<file path="config.mk">
export PLATFORM = sky130hd
export DESIGN_NAME = addr_unit
export DESIGN_NICKNAME = d
export VERILOG_FILES = /design/src/rtl/addr_pkg.sv /design/src/rtl/addr_unit.sv
export SDC_FILE = /design/constraint.sdc
export NUM_CORES = 1
export LEC_CHECK = 0
export CAP_MARGIN = 25
export CORE_MARGIN = 10
export CORE_UTILIZATION = 40
export DETAILED_ROUTE_END_ITERATION = 16
export DONT_BUFFER_PORTS = 1
export PLACE_DENSITY_LB_ADDON = 0.2
export SLEW_MARGIN = 25
export SYNTH_ARGS = -nofsm -noshare
export SYNTH_HDL_FRONTEND = slang
export SYNTH_SLANG_ARGS = --single-unit
</file>
<file path="constraint.sdc">
create_clock -name clk_i -period 3.54 [get_ports clk_i]
set_input_delay 0 -clock clk_i [delete_from_list [all_inputs] [get_ports clk_i]]
set_output_delay 0 -clock clk_i [all_outputs]
set_load 0.02 [all_outputs]
</file>
<file path="src/rtl/addr_pkg.sv">
`default_nettype none
package addr_pkg;
  // ------------------------------------------------------------
  // Register word offsets (byte addresses)
  // ------------------------------------------------------------
  localparam logic [4:0] OFS_MODE  = 5'h00; // addressing_mode_reg
  localparam logic [4:0] OFS_STATE = 5'h04; // address_state_reg
  localparam logic [4:0] OFS_ST1   = 5'h08; // event_status_one
  localparam logic [4:0] OFS_ST2   = 5'h0C; // event_status_two
  localparam logic [4:0] OFS_MSK1  = 5'h10; // event_mask_one
  localparam logic [4:0] OFS_MSK2  = 5'h14; // event_mask_two
  localparam logic [4:0] OFS_PRI   = 5'h18; // primary_addr_reg
  localparam logic [4:0] OFS_SEC   = 5'h1C; // secondary_addr_reg
  // Write: bits 7:0 outgoing data byte; read: incoming byte
  localparam logic [5:0] OFS_DATA  = 6'h20;
  localparam logic [5:0] OFS_CMD   = 6'h24; // aux command / passthrough
  localparam logic [5:0] OFS_CFG   = 6'h28; // irq enable, end-of-string code
  // ------------------------------------------------------------
  // Field positions
  // ------------------------------------------------------------
  localparam int ST1_OUT = 0;  // output_ready_flag
  localparam int ST1_IN  = 1;  // input_ready_flag
  localparam int ST1_END = 2;
  localparam int ST1_SEC = 3;  // secondary_pending_flag
  localparam int ST2_ADR = 0;  // address_change_flag
  localparam int AS_SPK  = 0;  // speaker_active_bit
  localparam int AS_RCV  = 1;  // receiver_active_bit
  localparam int AS_SPS  = 2;  // speaker_primary_seen
  localparam int AS_RPS  = 3;  // receiver_primary_seen
  localparam int AS_MJ   = 4;  // major_minor_sel (1 = minor)
  // Aux commands
  localparam logic [7:0] CMD_VALID   = 8'h01;
  localparam logic [7:0] CMD_INVALID = 8'h02;
  localparam logic [7:0] CMD_EOI     = 8'h03;
  localparam logic [31:0] RST_ZERO   = 32'h0000_0000;
  localparam logic [1:0]  RST_MODE   = 2'h1;  // addressing mode after reset
  localparam logic [7:0]  RST_EOS    = 8'h0A; // end-of-string code after reset
  // Bus byte coding
  typedef struct packed {
    logic       valid;
    logic       atn;
    logic       eoi;
    logic [7:0] data;
  } bus_byte_s;
endpackage
`default_nettype wire

</file>
<file path="src/rtl/addr_unit.sv">
// Design decisions made here: the register offsets and register access over Wishbone.
`timescale 1ns/1ps
`default_nettype none
module addr_unit #(
  parameter logic [7:0] STATUS_ID = 8'h5A  // arbitrary id value
) (
  // Clock and reset
  input  wire logic                 clk_i,
  input  wire logic                 rst_i,
  // Wishbone slave
  input  wire logic                 cyc_i,
  input  wire logic                 stb_i,
  input  wire logic                 we_i,
  input  wire logic [5:0]           adr_i,
  input  wire logic [3:0]           sel_i,
  input  wire logic [31:0]          dat_i,
  output logic      [31:0]          dat_o,
  output logic                      ack_o,
  // Bus side: received byte, outgoing byte, handshake
  input  wire addr_pkg::bus_byte_s  rx_i,
  output logic                      rx_accept_o,
  output addr_pkg::bus_byte_s       tx_o,
  input  wire logic                 tx_taken_i,
  // Interrupt
  output logic                      irq_o,
  input  wire logic                 iack_i,
  output logic      [7:0]           iack_id_o
);
  // ------------------------------------------------------------
  // Register state
  // ------------------------------------------------------------
  logic [1:0]  mode_q;
  logic [7:0]  pri_q, sec_q, msk1_q, msk2_q, cmdpt_q, din_q, eos_q;
  logic [3:0]  st1_q;
  logic        st2_q;
  logic        spk_q, rcv_q, sps_q, rps_q, mj_q, hold_q, pol_q;
  logic        prev_pri_q, eoi_pend_q, tx_full_q, rx_full_q, ack_q;
  logic [7:0]  txd_q;
  logic        tx_eoi_q, rel_q;

  wire logic   wr  = cyc_i & stb_i & we_i & ~ack_q & sel_i[0];
  wire logic   rd  = cyc_i & stb_i & ~we_i & ~ack_q;
  wire logic   rd1 = rd & (adr_i == {1'b0, addr_pkg::OFS_ST1});
  wire logic   rd2 = rd & (adr_i == {1'b0, addr_pkg::OFS_ST2});

  // ------------------------------------------------------------
  // Bus byte decode
  // ------------------------------------------------------------
  wire logic [4:0] ad   = rx_i.data[4:0];
  wire logic   cmd      = rx_i.valid & rx_i.atn & ~hold_q & ~rel_q;
  wire logic   is_lad   = cmd & (rx_i.data[6:5] == 2'b01);
  wire logic   is_tad   = cmd & (rx_i.data[6:5] == 2'b10);
  wire logic   is_sec   = cmd & (rx_i.data[6:5] == 2'b11);
  wire logic   is_pcg   = cmd & ~rx_i.data[6] | cmd & ~rx_i.data[5];
  // major and minor compare: major in pri, minor in sec
  wire logic   hit_mj   = (ad == pri_q[4:0]);
  // minor primary also in modes 0, 1 and 3
  wire logic   hit_mn   = (mode_q != 2'd2) & (ad == sec_q[4:0]);
  wire logic   hit_p    = hit_mj | hit_mn;
  wire logic   sec_hit  = (ad == sec_q[4:0]);
  wire logic   dbyte    = rx_i.valid & ~rx_i.atn & rcv_q & ~rx_full_q;
  wire logic   valid_c  = wr & (adr_i == addr_pkg::OFS_CMD) & (dat_i[7:0] == addr_pkg::CMD_VALID);
  wire logic   inval_c  = wr & (adr_i == addr_pkg::OFS_CMD) & (dat_i[7:0] == addr_pkg::CMD_INVALID);

  // ------------------------------------------------------------
  // Handshake: command bytes accepted at once, held under holdoff
  // ------------------------------------------------------------
  // accept held false while pending
  // held byte accepted once software answers
  assign rx_accept_o = rel_q ? rx_i.valid
                     : rx_i.valid & ~hold_q & (rx_i.atn | dbyte)
                       & ~(mode_q == 2'd3 & is_sec & prev_pri_q);

  // ------------------------------------------------------------
  // Holdoff release
  // ------------------------------------------------------------
  // release the stalled byte
  // One pulse suffices: the controller holds its byte until accepted,
  // and without it the same secondary would re-arm the holdoff
  always_ff @(posedge clk_i) begin
    if (rst_i) begin
      rel_q <= 1'b0;
    end else begin
      rel_q <= hold_q & (valid_c | inval_c);
    end
  end

  // ------------------------------------------------------------
  // Address state machine
  // ------------------------------------------------------------
  always_ff @(posedge clk_i) begin
    if (rst_i) begin
      spk_q <= 1'b0; rcv_q <= 1'b0; sps_q <= 1'b0; rps_q <= 1'b0;
      mj_q <= 1'b0; hold_q <= 1'b0; prev_pri_q <= 1'b0; cmdpt_q <= 8'h00;
    end else begin
      if (is_tad & hit_p) begin
        mj_q <= ~hit_mj;  // source of match
        if (mode_q == 2'd1) begin
          spk_q <= 1'b1;
          rcv_q <= 1'b0;  // exclusive
        end else begin
          sps_q <= 1'b1;  // primary seen
          rps_q <= 1'b0;
        end
        prev_pri_q <= 1'b1;
      end else if (is_lad & hit_p) begin
        mj_q <= ~hit_mj;
        if (mode_q == 2'd1) begin
          rcv_q <= 1'b1;
          spk_q <= 1'b0;
        end else begin
          rps_q <= 1'b1;  // primary seen
          sps_q <= 1'b0;
        end
        prev_pri_q <= 1'b1;
      end else if (is_pcg) begin
        sps_q <= 1'b0;
        rps_q <= 1'b0;
        prev_pri_q <= 1'b0;
      end else if (is_sec & prev_pri_q) begin
        if (mode_q == 2'd2 & sec_hit) begin
          spk_q <= sps_q;
          rcv_q <= rps_q;
        end else if (mode_q == 2'd3) begin
          hold_q  <= 1'b1;
          cmdpt_q <= rx_i.data;
        end
      end
      if (hold_q & valid_c) begin
        hold_q <= 1'b0;
        if (rps_q) begin
          rcv_q <= 1'b1;
          spk_q <= 1'b0;
        end else if (sps_q) begin
          spk_q <= 1'b1;
          rcv_q <= 1'b0;
        end
      end else if (hold_q & inval_c) begin
        hold_q <= 1'b0;
        if (sps_q) spk_q <= 1'b0;
        if (rps_q) rcv_q <= 1'b0;
      end
    end
  end

  // ------------------------------------------------------------
  // Data paths
  // ------------------------------------------------------------
  always_ff @(posedge clk_i) begin
    if (rst_i) begin
      tx_full_q <= 1'b0; txd_q <= 8'h00; tx_eoi_q <= 1'b0;
      eoi_pend_q <= 1'b0; rx_full_q <= 1'b0; din_q <= 8'h00;
    end else begin
      if (wr & (adr_i == addr_pkg::OFS_CMD) & (dat_i[7:0] == addr_pkg::CMD_EOI))
        eoi_pend_q <= 1'b1;
      if (wr & (adr_i == addr_pkg::OFS_DATA) & ~tx_full_q) begin
        tx_full_q <= 1'b1;
        txd_q <= dat_i[7:0];
        tx_eoi_q <= eoi_pend_q;  // EOI marks this byte
        eoi_pend_q <= 1'b0;
      end else if (tx_full_q & tx_taken_i) begin
        tx_full_q <= 1'b0;
      end
      if (dbyte) begin
        rx_full_q <= 1'b1;
        din_q <= rx_i.data;
      end else if (rd & (adr_i == addr_pkg::OFS_DATA)) begin
        rx_full_q <= 1'b0;
      end
    end
  end
  assign tx_o = '{valid: tx_full_q & spk_q, atn: 1'b0, eoi: tx_eoi_q, data: txd_q};

  // ------------------------------------------------------------
  // Status flags: set beats clear-on-read
  // ------------------------------------------------------------
  logic [3:0] set1;
  logic       set2;
  logic       spk_d1_q, rcv_d1_q, out_rdy_q;
  always_comb begin
    set1 = 4'h0;
    // output ready on empty while talker
    set1[addr_pkg::ST1_OUT] = spk_q & ~tx_full_q & ~out_rdy_q;
    set1[addr_pkg::ST1_IN] = dbyte;
    set1[addr_pkg::ST1_END] = dbyte & (rx_i.eoi | rx_i.data == eos_q);
    set1[addr_pkg::ST1_SEC] = mode_q == 2'd3 & is_sec & prev_pri_q;
    // address change on a new talker or listener
    set2 = (spk_q & ~spk_d1_q) | (rcv_q & ~rcv_d1_q);
  end
  // Flags and edge history
  always_ff @(posedge clk_i) begin
    if (rst_i) begin
      st1_q <= 4'h0; st2_q <= 1'b0; spk_d1_q <= 1'b0; rcv_d1_q <= 1'b0;
      out_rdy_q <= 1'b0;
    end else begin
      spk_d1_q <= spk_q;
      rcv_d1_q <= rcv_q;
      out_rdy_q <= spk_q & ~tx_full_q;
      // read clears, new events still land
      st1_q <= (rd1 ? 4'h0 : st1_q) | set1;
      st2_q <= (rd2 ? 1'b0 : st2_q) | set2;
    end
  end

  // ------------------------------------------------------------
  // Interrupt: 13 sources in hardware, four + one implemented here
  // ------------------------------------------------------------
  // masked, enable bit, combinational drop
  wire logic any_irq = |(st1_q & msk1_q[3:0]) | (st2_q & msk2_q[0]);
  assign irq_o = pol_q ? any_irq : 1'b0;
  assign iack_id_o = iack_i ? STATUS_ID : 8'h00;

  // ------------------------------------------------------------
  // Software registers and Wishbone answer
  // ------------------------------------------------------------
  always_ff @(posedge clk_i) begin
    if (rst_i) begin
      mode_q <= addr_pkg::RST_MODE; pri_q <= 8'h00; sec_q <= 8'h00; msk1_q <= 8'h00;
      msk2_q <= 8'h00; pol_q <= 1'b0; eos_q <= addr_pkg::RST_EOS; ack_q <= 1'b0;
      dat_o <= addr_pkg::RST_ZERO;
    end else begin
      ack_q <= cyc_i & stb_i & ~ack_q;
      if (wr) begin
        case (adr_i)
          {1'b0, addr_pkg::OFS_MODE}: mode_q <= dat_i[1:0];
          {1'b0, addr_pkg::OFS_PRI}:  pri_q  <= dat_i[7:0];
          {1'b0, addr_pkg::OFS_SEC}:  sec_q  <= dat_i[7:0];
          {1'b0, addr_pkg::OFS_MSK1}: msk1_q <= dat_i[7:0];
          {1'b0, addr_pkg::OFS_MSK2}: msk2_q <= dat_i[7:0];
          addr_pkg::OFS_CFG: begin
            pol_q <= dat_i[0];
            eos_q <= dat_i[15:8];
          end
          default: ;
        endcase
      end
      if (rd) begin
        case (adr_i)
          {1'b0, addr_pkg::OFS_MODE}:  dat_o <= {30'h0, mode_q};
          {1'b0, addr_pkg::OFS_STATE}: dat_o <= {27'h0, mj_q, rps_q, sps_q, rcv_q, spk_q};
          {1'b0, addr_pkg::OFS_ST1}:   dat_o <= {28'h0, st1_q};
          {1'b0, addr_pkg::OFS_ST2}:   dat_o <= {31'h0, st2_q};
          {1'b0, addr_pkg::OFS_MSK1}:  dat_o <= {24'h0, msk1_q};
          {1'b0, addr_pkg::OFS_MSK2}:  dat_o <= {24'h0, msk2_q};
          {1'b0, addr_pkg::OFS_PRI}:   dat_o <= {24'h0, pri_q};
          {1'b0, addr_pkg::OFS_SEC}:   dat_o <= {24'h0, sec_q};
          addr_pkg::OFS_DATA:          dat_o <= {24'h0, din_q};
          addr_pkg::OFS_CMD:           dat_o <= {24'h0, cmdpt_q};
          addr_pkg::OFS_CFG:           dat_o <= {16'h0, eos_q, 7'h0, pol_q};
          default:                     dat_o <= addr_pkg::RST_ZERO;
        endcase
      end
    end
  end
  assign ack_o = ack_q;

  // ------------------------------------------------------------
  // Checks
  // ------------------------------------------------------------
  property p_excl;
    @(posedge clk_i) disable iff (rst_i) !(spk_q && rcv_q);
  endproperty
  a_excl: assert property (p_excl) else $error("talker and listener both");
  property p_hold;
    @(posedge clk_i) disable iff (rst_i) hold_q |-> !rx_accept_o;
  endproperty
  a_hold: assert property (p_hold) else $error("accept during holdoff");
  property p_m1tk;
    @(posedge clk_i) disable iff (rst_i) (mode_q == 2'd1 && is_tad && hit_p) |=> spk_q;
  endproperty
  a_m1tk: assert property (p_m1tk) else $error("talk address missed");
  property p_m1ls;
    @(posedge clk_i) disable iff (rst_i) (mode_q == 2'd1 && is_lad && hit_p) |=> rcv_q ##1 st2_q;
  endproperty
  a_m1ls: assert property (p_m1ls) else $error("listen address missed");
  property p_pcg;
    @(posedge clk_i) disable iff (rst_i)
      (is_pcg && !((is_tad || is_lad) && hit_p)) |=> !sps_q && !rps_q;
  endproperty
  a_pcg: assert property (p_pcg) else $error("seen bits not cleared");
  property p_apt;
    @(posedge clk_i) disable iff (rst_i)
      set1[addr_pkg::ST1_SEC] |=> hold_q && st1_q[addr_pkg::ST1_SEC];
  endproperty
  a_apt: assert property (p_apt) else $error("pending not raised");
  property p_inv;
    @(posedge clk_i) disable iff (rst_i) (hold_q && inval_c && sps_q) |=> !hold_q && !spk_q;
  endproperty
  a_inv: assert property (p_inv) else $error("invalid not idled");
  property p_val;
    @(posedge clk_i) disable iff (rst_i) (hold_q && valid_c && rps_q) |=> rcv_q && !spk_q;
  endproperty
  a_val: assert property (p_val) else $error("valid not taken");
  property p_irq;
    @(posedge clk_i) disable iff (rst_i) irq_o |-> pol_q && any_irq;
  endproperty
  a_irq: assert property (p_irq) else $error("stray interrupt");
  property p_in;
    @(posedge clk_i) disable iff (rst_i) dbyte |=> st1_q[addr_pkg::ST1_IN];
  endproperty
  a_in: assert property (p_in) else $error("input ready missing");
  property p_rel;
    @(posedge clk_i) disable iff (rst_i)
      (hold_q && (valid_c || inval_c) && rx_i.valid) |=> rx_accept_o;
  endproperty
  a_rel: assert property (p_rel) else $error("held byte not released");
  property p_m2tk;
    @(posedge clk_i) disable iff (rst_i)
      (mode_q == 2'd2 && is_sec && prev_pri_q && sec_hit && sps_q) |=> spk_q && !rcv_q;
  endproperty
  a_m2tk: assert property (p_m2tk) else $error("extended talk missed");
  property p_m2ls;
    @(posedge clk_i) disable iff (rst_i)
      (mode_q == 2'd2 && is_sec && prev_pri_q && sec_hit && rps_q) |=> rcv_q && !spk_q;
  endproperty
  a_m2ls: assert property (p_m2ls) else $error("extended listen missed");
  property p_out;
    @(posedge clk_i) disable iff (rst_i)
      (spk_q && $fell(tx_full_q)) |=> st1_q[addr_pkg::ST1_OUT];
  endproperty
  a_out: assert property (p_out) else $error("output ready not raised");
  property p_end;
    @(posedge clk_i) disable iff (rst_i)
      (dbyte && rx_i.eoi) |=> st1_q[addr_pkg::ST1_END];
  endproperty
  a_end: assert property (p_end) else $error("end flag missing");
  property p_clr;
    @(posedge clk_i) disable iff (rst_i)
      (rd1 && set1 == 4'h0) |=> st1_q == 4'h0;
  endproperty
  a_clr: assert property (p_clr) else $error("status one not cleared");
  property p_clr2;
    @(posedge clk_i) disable iff (rst_i)
      (rd2 && !set2) |=> !st2_q;
  endproperty
  a_clr2: assert property (p_clr2) else $error("status two not cleared");
  property p_adr;
    @(posedge clk_i) disable iff (rst_i)
      ($rose(spk_q) || $rose(rcv_q)) |=> st2_q;
  endproperty
  a_adr: assert property (p_adr) else $error("address change missing");
  property p_id;
    @(posedge clk_i) disable iff (rst_i)
      iack_i |-> iack_id_o == STATUS_ID;
  endproperty
  a_id: assert property (p_id) else $error("wrong status id");
  c_talk: cover property (@(posedge clk_i) disable iff (rst_i) $rose(spk_q));
  c_hold: cover property (@(posedge clk_i) disable iff (rst_i) $fell(hold_q));
  c_irq:  cover property (@(posedge clk_i) disable iff (rst_i) $rose(irq_o));
  c_rel:  cover property (@(posedge clk_i) disable iff (rst_i) $rose(rel_q));
  c_rx:   cover property (@(posedge clk_i) disable iff (rst_i) $rose(rx_full_q));
endmodule
`default_nettype wire

</file>
==> run metrics <==
status finished clean; core area 12060 um2; clock slew at reported path FFs ~0.07 ns; first-pass GRT wire length roughly 23000 um; WL final 14320 um; vias per inst 5.399; DIE HEIGHT about 130 um; clk_skew 0.007007 ns; post-synthesis cell count 553; Post-Synth Adder-Cell Area 0%; count leader, synth dfxtp_1; CTS sink cnt 104; most frequent CP cell or2_1; Compound-Gate Fraction of Synth Area 12.37%; period utilisation layout 79.53%; XOR/XNOR share of the synthesized area 3.181%; clock latency on the worst-skew pair 0.36 ns; Synth Cell Area 4956 um2; synth cell count leaders dfxtp_1, nor2_1, nand2_1, mux2i_1; Ports 114; post-CTS sizing 0; Starting Density 41.09%; ANT nets after route 0; CTS Root Cell clkbuf_16; Layout Utilization 46.47%; DRT iter0 DRCs 347; TNS Setup 0 ns; # port buffers 0; Cell variety after synth 54; routed vias around 4000; vias in the first global route 3923; pwr dens about 420 nW/um2; logic gate share of total power 6.1%; slew of the pin with the lowest slew margin between 0.9 and 1 ns; Synth warnings 0; Avg Cell Area, Syn 8.962 um2; Sw Ratio a little under a quarter; cell with the largest stage delay on the worst path dlygate4sd3_1; Async SR Flop Fraction 0%; Residual DRC 0; CP max stage delay 0.93 ns; main combinational cell family by area after synthesis simple AND/OR/NAND/NOR gates; layout cells sized above 1 7.407%; die width roughly 130 um; largest delay contributor family on the critical path simple AND/OR/NAND/NOR gates; top_reg_cell synth dfxtp_1; Bufs on Longest Clock Path 2; Total GRT Usage between 10% and 20%; number of CTS-inserted buffers 9; HP Class in2out; post-synthesis sequential area ratio 42.01%; routed length per placed instance 19.48 um; post-DP HPWL 9832 um; Area Growth Syn to Fin 13.10%; worst-path fanout max 8; minimum clock period 2.815 ns; final layout net count 622; Max Cap Viol 0; Peak VDD IR approximately 270 uV; fmax 355.2 MHz; largest net degree at the start of global routing 95; Leak 1.985 nW; initial antenna violation count 0; fraction of the mapped netlist area in simple logic gates 20.20%; crit end category flip-flop; synth top area cells dfxtp_1, mux2i_1, nor2_1; Die ar. about 17000 um2; CP cell instances nand3b_4, or2_1, or2_1, nor3_4, dlygate4sd3_1, mux2i_1, nor2_1; Setup CP Type reg2reg; final hold vios 0; gpl congestion 0.8570; CP bufs+invs 1; diode count 0; Setup violations, final 0; unrepaired setup endpoints after global routing no; Max Slew Vio Count 0; CP Launch Type flip-flop; crit path DAT 3.05 ns; Clock power frac between 40% and 50%; P_sw roughly 0.55 mW; global route overflow 0; cell taking the most area after synthesis dfxtp_1; Sequential Power Share 49.7%; # rows 40; Slew HR roughly 37%; CTS tree done; P_int 1.810 mW; Post-synth EDFFs 0; post-synthesis register bit count 104; Worst Path Required between 3 and 4 ns; multiplexer share of the synthesized area around 15%; Pre-Repair DR Iteration Count 5; htree depth 3; Synth top area share 42.01%
state kept, by name (all words and copies together), names as in the netlist, 2 cells and up:
register and flops:
dat_o 16, cmdpt_q 8, din_q 8, eos_q 8, msk1_q 8, msk2_q 8
pri_q 8, sec_q 8, txd_q 8, st1_q 4, mode_q 2
through the flow:
step	cells	power, mW	area, um2	hold slack [ns]	setup WS [ns]
finish	735	2.359	5605	0.00002783	0.7247
floorplan	573	1.319	5031	0.07912	1.571
detailed placement	683	1.276	4921	0.0006186	0.9836
CTS	735	2.376	5605	0.0006186	0.7104
global placement	683	1.275	4921	0.0006186	1.019
global route	735	2.434	5605	0.00007637	0.5896
path summary, 6_finish.rpt:
| kind | from | endpoint | slack [ns] | cells after the start |
|---|---|---|---|---|
| max reg2reg | ack_o$_SDFF_PP0_ | msk1_q[3]$_SDFFE_PP0P_ | 0.72 | 7 |
| min | iack_i | iack_id_o[6] | 0.00003 | 0 |
| max | ack_o$_SDFF_PP0_ | msk1_q[3]$_SDFFE_PP0P_ | 0.72 | 7 |
| min reg2reg | cmdpt_q[6]$_SDFFE_PP0P_ | cmdpt_q[6]$_SDFFE_PP0P_ | 0.46 | 2 |
worst reg2reg max path: cells and delay by family, from the launching register on:
kind	cells	cell delay [ns]
buffers and inverters	1	0.93
DFF	1	0.38
muxes	1	0.25
and+or+nand+nor	5	1.13
cell families after synthesis:
kind of cell	after synthesis
buf+inv	69
simple gates	207
flops	104
xor+xnor	18
other cells	1
mux	63
compound gates	91
area by class of cell:
| cell class | instances | area [um2] |
|---|---|---|
| Fill cell | 1175 | 6456 |
| Multi-Input combinational cell | 400 | 2572 |
| Sequential cell | 104 | 2082 |
| Timing Repair Buffer | 40 | 407.9 |
| Clock buffer | 11 | 252.7 |
| Tap cell | 168 | 210.2 |
| Clock inverter | 5 | 53.80 |
| Inverter | 7 | 26.28 |
what timing repair did:
| item | CTS | global route |
|---|---|---|
| endpoints found under the hold margin | 103 | 0 |
| hold buffers | 36 | 0 |
| setup buffers | 0 | 0 |
routing by layer:
| layer | GRT usage [%] | vias to the layer above | wire length [um] |
|---|---|---|---|
| met5 | 0 | - | 0 |
| met4 | 4.079 | 0 | 214 |
| li1 | - | 1888 | - |
| met3 | 5.640 | 19 | 1315 |
| met2 | 26.09 | 151 | 6721 |
| met1 | 20.33 | 1910 | 6064 |
layout by cell type (no fill, tap or decap), types with 7 or more instances in the layout:
cell and n:
dfxtp_1 104, nor2_1 73, nand2_1 70, mux2i_1 53, dlygate4sd3_1 35, a21oi_1 28
conb_1 21, a22oi_1 19, a22o_1 12, nor2b_1 11, o21ai_0 11, xnor2_1 11
clkbuf_16 9, inv_1 7, nor3_1 7, mux4_2 7, xor2_1 7, nand3_1 7
power by group through the flow:
| stage | Sequential (mW) | Clock [mW] | Combinational [mW] |
|---|---|---|---|
| after floorplan | 1.20 | 0 | 0.121 |
| after global placement | 1.20 | 0 | 0.0761 |
| after global routing | 1.17 | 1.11 | 0.153 |
| final | 1.17 | 1.04 | 0.143 |
| after CTS | 1.17 | 1.06 | 0.142 |
| after detailed placement | 1.20 | 0 | 0.0764 |
(Power assumes the default switching activity.)
